`src/fcs_pkg.sv`:
```
// Constants for the port 2 flow-control strap default loader
package fcs_pkg;
	// Strap vector field positions
	localparam int STRAP_W = 4;
	localparam int STRAP_BP_BIT = 0;
	localparam int STRAP_DUP_BIT = 1;
	localparam int STRAP_FORCED_BIT = 2;
	localparam int STRAP_FX_BIT = 3;
	// Strap reset values (used until the pins have been sampled)
	localparam logic [STRAP_W-1:0] STRAP_RESET = 4'h3;
	// Flow-control write word field positions
	localparam int FC_W = 4;
	localparam int FC_BP_BIT = 0;
	localparam int FC_TX_BIT = 1;
	localparam int FC_RX_BIT = 2;
	localparam int FC_FORCED_BIT = 3;
	// Advertisement write word field positions
	localparam int ADV_W = 2;
	localparam int ADV_SYM_BIT = 0;
	localparam int ADV_ASYM_BIT = 1;
	// Reset values of the held bits, and the fiber-mode advertisement default
	localparam logic BP_DEFAULT = 1'h1;
	localparam logic DUP_DEFAULT = 1'h1;
	localparam logic FORCED_DEFAULT = 1'h0;
	localparam logic SYM_AUTO_DEFAULT = 1'h1;
	localparam logic FX_ADV_DEFAULT = 1'h0;
	// Load timing: cycles after reset release until the synchronised straps are taken
	localparam logic [1:0] LOAD_AT = 2'h2;
	// Loader states
	typedef enum logic [1:0] {FCS_SETTLE, FCS_LOADED} fcs_state_t;
endpackage

```
`src/fcs_strap_if.sv`:
```
// Carrier for the synchronised strap levels
`timescale 1ns/1ps
interface fcs_strap_if;
	import fcs_pkg::*;
	// Strap levels after two flip-flops
	logic [STRAP_W-1:0] level;
	modport source (output level);
	modport sink (input level);
endinterface

```
`src/fcs_sync.sv`:
```
// Two-stage synchroniser for the strap pins
`timescale 1ns/1ps
module fcs_sync
	import fcs_pkg::*;
(
	input wire logic sys_clk_in,
	input wire logic rst_in,
	input wire logic [STRAP_W-1:0] pins_in,
	fcs_strap_if.source strap
);
	// First stage, read only by the second stage
	logic [STRAP_W-1:0] meta_q;
	// Second stage, safe to use
	logic [STRAP_W-1:0] stable_q;

	////////////////////////////////////////////////////////////////
	// Two flip-flops per pin
	always_ff @(posedge sys_clk_in) begin
		if (rst_in) begin
			meta_q <= STRAP_RESET;
			stable_q <= STRAP_RESET;
		end else begin
			meta_q <= pins_in;
			stable_q <= meta_q;
		end
	end

	assign strap.level = stable_q;
endmodule

```
`src/fcs_top.sv`:
```
// Port 2 flow-control and pause advertisement strap default loader
`timescale 1ns/1ps
module fcs_top
	import fcs_pkg::*;
(
	input wire logic sys_clk_in,
	input wire logic rst_in,
	input wire logic port2_backpressure_default_select_in,
	input wire logic port2_duplex_pause_default_select_in,
	input wire logic port2_forced_pause_default_select_in,
	input wire logic phy_fx_mode_in,
	input wire logic fc_wr_in,
	input wire logic [FC_W-1:0] fc_wdata_in,
	input wire logic adv_wr_in,
	input wire logic [ADV_W-1:0] adv_wdata_in,
	output logic port2_backpressure_enable_out,
	output logic port2_pause_transmit_enable_out,
	output logic port2_pause_receive_enable_out,
	output logic port2_forced_pause_select_out,
	output logic adv_sym_pause_out,
	output logic adv_asym_pause_out,
	output logic load_done_out
);
	////////////////////////////////////////////////////////////////
	// Strap synchronisation
	fcs_strap_if strap_bus ();
	// Strap pins gathered into one vector
	logic [STRAP_W-1:0] pins;
	assign pins = {phy_fx_mode_in, port2_forced_pause_default_select_in,
		port2_duplex_pause_default_select_in, port2_backpressure_default_select_in};

	fcs_sync u_sync (
		.sys_clk_in(sys_clk_in),
		.rst_in(rst_in),
		.pins_in(pins),
		.strap(strap_bus.source)
	);

	// Named views of the synchronised straps
	logic bp_strap;
	logic dup_strap;
	logic forced_strap;
	logic fx_mode;
	assign bp_strap = strap_bus.level[STRAP_BP_BIT];
	assign dup_strap = strap_bus.level[STRAP_DUP_BIT];
	assign forced_strap = strap_bus.level[STRAP_FORCED_BIT];
	assign fx_mode = strap_bus.level[STRAP_FX_BIT];

	////////////////////////////////////////////////////////////////
	// Load sequencing
	// Loader state
	fcs_state_t state_q;
	// Cycles since reset release
	logic [1:0] settle_q;
	// One-cycle load strobe
	logic load;
	assign load = (state_q == FCS_SETTLE) && (settle_q == LOAD_AT);

	// Counts until the synchroniser holds real pin levels
	always_ff @(posedge sys_clk_in) begin
		if (rst_in) begin
			settle_q <= 2'h0;
		end else if (state_q == FCS_SETTLE && settle_q != LOAD_AT) begin
			settle_q <= settle_q + 2'h1;
		end
	end

	// Settle, then load once and stay loaded until reset
	always_ff @(posedge sys_clk_in) begin
		if (rst_in) begin
			state_q <= FCS_SETTLE;
		end else begin
			case (state_q)
				FCS_SETTLE: begin
					if (load) begin
						state_q <= FCS_LOADED;
					end
				end
				default: begin
					state_q <= FCS_LOADED;
				end
			endcase
		end
	end

	// Writes count only once the defaults are in place
	logic fc_wr;
	logic adv_wr;
	assign fc_wr = fc_wr_in && (state_q == FCS_LOADED);
	assign adv_wr = adv_wr_in && (state_q == FCS_LOADED);

	////////////////////////////////////////////////////////////////
	// Switch port 2 flow-control bits
	logic bp_q;
	logic tx_q;
	logic rx_q;
	logic forced_q;

	// Backpressure enable
	always_ff @(posedge sys_clk_in) begin
		if (rst_in) begin
			bp_q <= BP_DEFAULT;
		end else if (load) begin
			bp_q <= bp_strap;
		end else if (fc_wr) begin
			bp_q <= fc_wdata_in[FC_BP_BIT];
		end
	end

	// Pause transmit and receive enables
	always_ff @(posedge sys_clk_in) begin
		if (rst_in) begin
			tx_q <= DUP_DEFAULT;
			rx_q <= DUP_DEFAULT;
		end else if (load) begin
			tx_q <= dup_strap;
			rx_q <= dup_strap;
		end else if (fc_wr) begin
			tx_q <= fc_wdata_in[FC_TX_BIT];
			rx_q <= fc_wdata_in[FC_RX_BIT];
		end
	end

	// Forced pause select; low means automatic resolution
	always_ff @(posedge sys_clk_in) begin
		if (rst_in) begin
			forced_q <= FORCED_DEFAULT;
		end else if (load) begin
			forced_q <= forced_strap;
		end else if (fc_wr) begin
			forced_q <= fc_wdata_in[FC_FORCED_BIT];
		end
	end

	////////////////////////////////////////////////////////////////
	// PHY advertisement pause bits
	logic sym_q;
	logic asym_q;
	// Strap-derived advertisement defaults
	logic sym_def;
	logic asym_def;

	// Fiber mode or forced mode advertises no pause; otherwise symmetric plus duplex strap
	always_comb begin
		if (fx_mode) begin
			sym_def = FX_ADV_DEFAULT;
			asym_def = FX_ADV_DEFAULT;
		end else if (forced_strap) begin
			sym_def = 1'h0;
			asym_def = 1'h0;
		end else begin
			sym_def = SYM_AUTO_DEFAULT;
			asym_def = dup_strap;
		end
	end

	// Advertisement register bits
	always_ff @(posedge sys_clk_in) begin
		if (rst_in) begin
			sym_q <= SYM_AUTO_DEFAULT;
			asym_q <= DUP_DEFAULT;
		end else if (load) begin
			sym_q <= sym_def;
			asym_q <= asym_def;
		end else if (adv_wr) begin
			sym_q <= adv_wdata_in[ADV_SYM_BIT];
			asym_q <= adv_wdata_in[ADV_ASYM_BIT];
		end
	end

	////////////////////////////////////////////////////////////////
	// Outputs
	assign port2_backpressure_enable_out = bp_q;
	assign port2_pause_transmit_enable_out = tx_q;
	assign port2_pause_receive_enable_out = rx_q;
	assign port2_forced_pause_select_out = forced_q;
	assign adv_sym_pause_out = sym_q;
	assign adv_asym_pause_out = asym_q;
	assign load_done_out = (state_q == FCS_LOADED);

	////////////////////////////////////////////////////////////////
	// Checks
	chk_bp_load: assert property (@(posedge sys_clk_in) disable iff (rst_in)
		load |=> (bp_q == $past(bp_strap)))
		else $error("backpressure enable not loaded from strap");

	chk_pause_load: assert property (@(posedge sys_clk_in) disable iff (rst_in)
		load |=> (tx_q == $past(dup_strap)) && (rx_q == $past(dup_strap)))
		else $error("pause enables not loaded from duplex strap");

	chk_asym_load: assert property (@(posedge sys_clk_in) disable iff (rst_in)
		(load && !fx_mode && !forced_strap) |=> (asym_q == $past(dup_strap)) && sym_q)
		else $error("asymmetric advertisement not from duplex strap");

	chk_fx_adv: assert property (@(posedge sys_clk_in) disable iff (rst_in)
		(load && fx_mode) |=> (sym_q == FX_ADV_DEFAULT) && (asym_q == FX_ADV_DEFAULT)
			&& (bp_q == $past(bp_strap)))
		else $error("fiber mode altered advertisement defaults");

	chk_forced_load: assert property (@(posedge sys_clk_in) disable iff (rst_in)
		load |=> (forced_q == $past(forced_strap)))
		else $error("forced pause select not loaded from strap");

	chk_forced_adv: assert property (@(posedge sys_clk_in) disable iff (rst_in)
		(load && !fx_mode && forced_strap) |=> !sym_q && !asym_q)
		else $error("forced strap did not clear advertisement");

	chk_write_keep: assert property (@(posedge sys_clk_in) disable iff (rst_in)
		(fc_wr_in && load_done_out) ##1 (!fc_wr_in) [*3] |->
			(bp_q == $past(fc_wdata_in[FC_BP_BIT], 3)) && load_done_out)
		else $error("software write did not persist");

	chk_load_time: assert property (@(posedge sys_clk_in)
		$fell(rst_in) |-> !load_done_out ##1 !load_done_out ##1 load ##1 load_done_out)
		else $error("strap load not at third edge after release");
endmodule

```
`config.mk`:
```
export PLATFORM = sky130hd
export DESIGN_NAME = fcs_top
export DESIGN_NICKNAME = d
export VERILOG_FILES = /design/src/fcs_pkg.sv /design/src/fcs_strap_if.sv /design/src/fcs_sync.sv /design/src/fcs_top.sv
export SDC_FILE = /design/constraint.sdc
export NUM_CORES = 1
export LEC_CHECK = 0
export ABC_CLOCK_PERIOD_IN_PS = 1400
export BUFFER_PORTS_ARGS = -buffer_cell sky130_fd_sc_hd__buf_2
export CORE_UTILIZATION = 40
export CTS_CLUSTER_SIZE = 20
export DETAILED_ROUTE_END_ITERATION = 8
export PLACE_DENSITY_LB_ADDON = 0.2
export SYNTH_ARGS = -nofsm -noshare
export SYNTH_HDL_FRONTEND = slang
export SYNTH_SLANG_ARGS = --single-unit
```
`constraint.sdc`:
```
create_clock -name sys_clk_in -period 1.4 [get_ports sys_clk_in]
set_clock_uncertainty 0.15 [all_clocks]
set_input_delay 0.21 -clock sys_clk_in [delete_from_list [all_inputs] [get_ports sys_clk_in]]
set_output_delay 0.21 -clock sys_clk_in [all_outputs]
set_load 0.02 [all_outputs]
```
==> summary.md <==
| Metric | Value |
|---|---|
| Most common cell after layout, fill and taps aside | buf_2 |
| Synthesized area | 666 um^2 |
| DRT Pass-1 Iters | 4 |
| Worst-Skew Late Latency | 0.29 ns |
| Critical path endpoint category | output port |
| Number of antenna violations at the first check in global routing | 0 |
| LEAKAGE | 0.374 nW |
| Final period utilization | 95.3% |
| Global route overflow | 0 |
| Largest net degree at the start of global routing | 19 |
| Port Buffer Count | 20 |
| Flops & latches, synth | 17 |
| Worst r2r path cells | 5 |
| Syn nets | 78 |
| Worst Setup Start Kind | flop |
| Vias in the first global route | 484 |
| Final count of pins violating max slew | 0 |
| Horiz. Die Dim | 42.8 um |
| CTS tree | yes |
| DRC | 0 |
| Synth warnings | 0 |
| Reg power frac | 43.0% |
| Routed vias | 532 |
| Clock Path Buffers | 2 |
| Max-slew headroom | 80.8% |
| Final setup viols | 0 |
| First-pass GRT wire length | 1.89 mm |
| Clock-pin slew on the worst setup and hold paths | 0.10 ns |
| Maxcap violations | 0 |
| Critical path endpoint | load_done_out |
| Synth top area share | 51.1% |
| Diodes inserted | 0 |
| Critical Path RT | 1.04 ns |
| Status | completed |
| Top post-synthesis cells by area | dfxtp_1, nor2b_1, mux2i_1 |
| Peak supply drop | 0.000813 V |
| Max FO, Critical Path | 7 |
| Final Core Density | 57.2% |
| Area of the core | 1520 um^2 |
| Worst slew pin tran | 0.289 ns |
| Ys async rst share | 0% |
| Tmin final | 1.33 ns |
| Sw power | 0.000511 W |
| Most frequent cells in the layout | buf_2, dfxtp_1, nor2b_1, dlygate4sd3_1 |
| Post-synth EDFFs | 0 |
| Combinational share of power | 38.4% |
| GRT Resource Usage Total | 14.4% |
| Cell row count | 14 |
| Root buf cell | clkbuf_4 |
| R2r endpoint | adv_sym_pause_out |
| Reg2reg start | settle_q[0] |
| Netlist cell types | 26 |
| H-tree depth | 1 |
| Die area | 1830 um^2 |
| Seq/Total Area, Yosys | 51.1% |
| Area grow syn2layout | 31.0% |
| Fmax | 0.749 GHz |
| Num ports | 21 |
| Avg Inst Size Synth | 10.6 um^2 |
| Placed cell count | 97 |
| DRT antenna net count | 0 |
| FILL cells | 143 |
| Final Hold Fails | 0 |
| Critical Path AT | 0.97 ns |
| Final wirelength | 1.15 mm |
| Synth area leader | dfxtp_1 |
| Detail Placement HPWL | 777 um |
| Crit path from | state_q[0] |
| Critical path class | reg -> out |
| Initial Util | 43.7% |
| R2R Setup Slk | 0.11 ns |
| Final std cells w/o fill | 107 |
| Sw Ratio | 34.7% |
| Clk network pwr share | 18.6% |
| Routability Congestion | 0.733 |
| Layout cells sized above 1 | 40.7% |
| Worst hold margin | 0.00282 ns |
| Internal power | 0.000961 W |
| Inserted Clock Buffers | 3 |
| Sink Count | 17 |
| 1st-iter DRT viols | 9 |
| Die Span Y | 42.8 um |
| Vias/cell | 4.97 |
| Gate Count Post-Synth | 63 |
| WL/cell | 10.8 um |
| Final Net Count | 107 |
| HP Class | in -> reg |
| Pwr dens | 1690 nW/um^2 |
| Main synth FF type | dfxtp_1 |
-- worst min path at each step --
stage / startpoint / to / slack (ns) / cells after the start
after floorplan: port2_duplex_pause_default_select_in / u_sync.meta_q[1] / 0.16 / 1
after global placement: port2_duplex_pause_default_select_in / u_sync.meta_q[1] / 0.24 / 2
after detailed placement: port2_duplex_pause_default_select_in / u_sync.meta_q[1] / 0.24 / 2
after CTS: fc_wdata_in[2] / port2_pause_receive_enable_out / 0.0004 / 3
after global routing: fc_wdata_in[2] / port2_pause_receive_enable_out / 0.02 / 3
final: fc_wdata_in[2] / port2_pause_receive_enable_out / 0.003 / 3
-- routing by layer --
metal / GRT usage (%) / share of wire [%]
met4: 5.63 / 0.96
met1: 14.8 / 43
met2: 24.2 / 49
met3: 7.66 / 7.0
met5: 0 / 0
-- critical path, cell delays in order, from the launching register on --
cell	delay, ns
dfxtp_4	0.39
buf_6	0.15
buf_4	0.15
-- repair_timing --
item	in CTS	in global routing
setup buffers	0	1
endpoints found under the setup margin	1	8
hold endpoints to repair	5	0
hold buffers	5	0
pin swaps	0	1
resized for setup	3	2
-- cells by family after synthesis --
logic type | synth area share (%)
and+or+nand+nor | 28.2
DFF | 51.1
AOI/OAI and AO/OA | 9.21
buffers and inverters | 3.76
muxes | 4.51
xor gates and xnor gates | 1.32
adders and majority gates | 1.88
-- Yosys cell counts, types with 2 or more instances --
library cell   n
mux2i_1        3
nand3_1        4
or2_2          2
dfxtp_1       17
nand2_1        3
nor2_1         4
nor2b_1        5
or2_1          2
nor3_1         2
a21oi_1        4
buf_2          2
-- flip-flops by register name, summed over array words and instances, names as in the netlist --
signal and flops:
u_sync.meta_q 4, u_sync.strap.level 4, settle_q 2, adv_asym_pause_out 1, adv_sym_pause_out 1, port2_backpressure_enable_out 1
port2_forced_pause_select_out 1, port2_pause_receive_enable_out 1, port2_pause_transmit_enable_out 1, state_q 1
-- power by group through the flow --
stage | registers [W] | logic (W) | clock network (W)
5_1_grt | 0.000649 | 0.000614 | 0.000305
2_1_floorplan | 0.000701 | 0.000334 | 0
4_1_cts | 0.000635 | 0.000537 | 0.000280
3_5_place_dp | 0.000639 | 0.000516 | 0
3_3_place_gp | 0.000636 | 0.000509 | 0
6_report | 0.000634 | 0.000566 | 0.000273
-- per-stage QoR --
stage	instance area (um^2)	setup TNS, ns	power (W)	setup WS [ns]
final	872	0	0.00147	0.0655
after global routing	872	-0.00328	0.00157	-0.00328
after CTS	860	0	0.00145	0.0199
after detailed placement	772	0	0.00116	0.0358
after global placement	772	0	0.00114	0.0633
after floorplan	666	0	0.00104	0.0961
-- final cells by class --
class	instances	area, um^2	share of cell area, %
flip-flops and latches	17	344	39.5
multi-input cells	42	303	34.7
inverters	1	3.75	0.430
repair buffers	27	171	19.7
well taps	16	20.0	2.30
clock inverters	1	7.51	0.861
clock buffers	3	22.5	2.58
(Power assumes the default switching activity.)
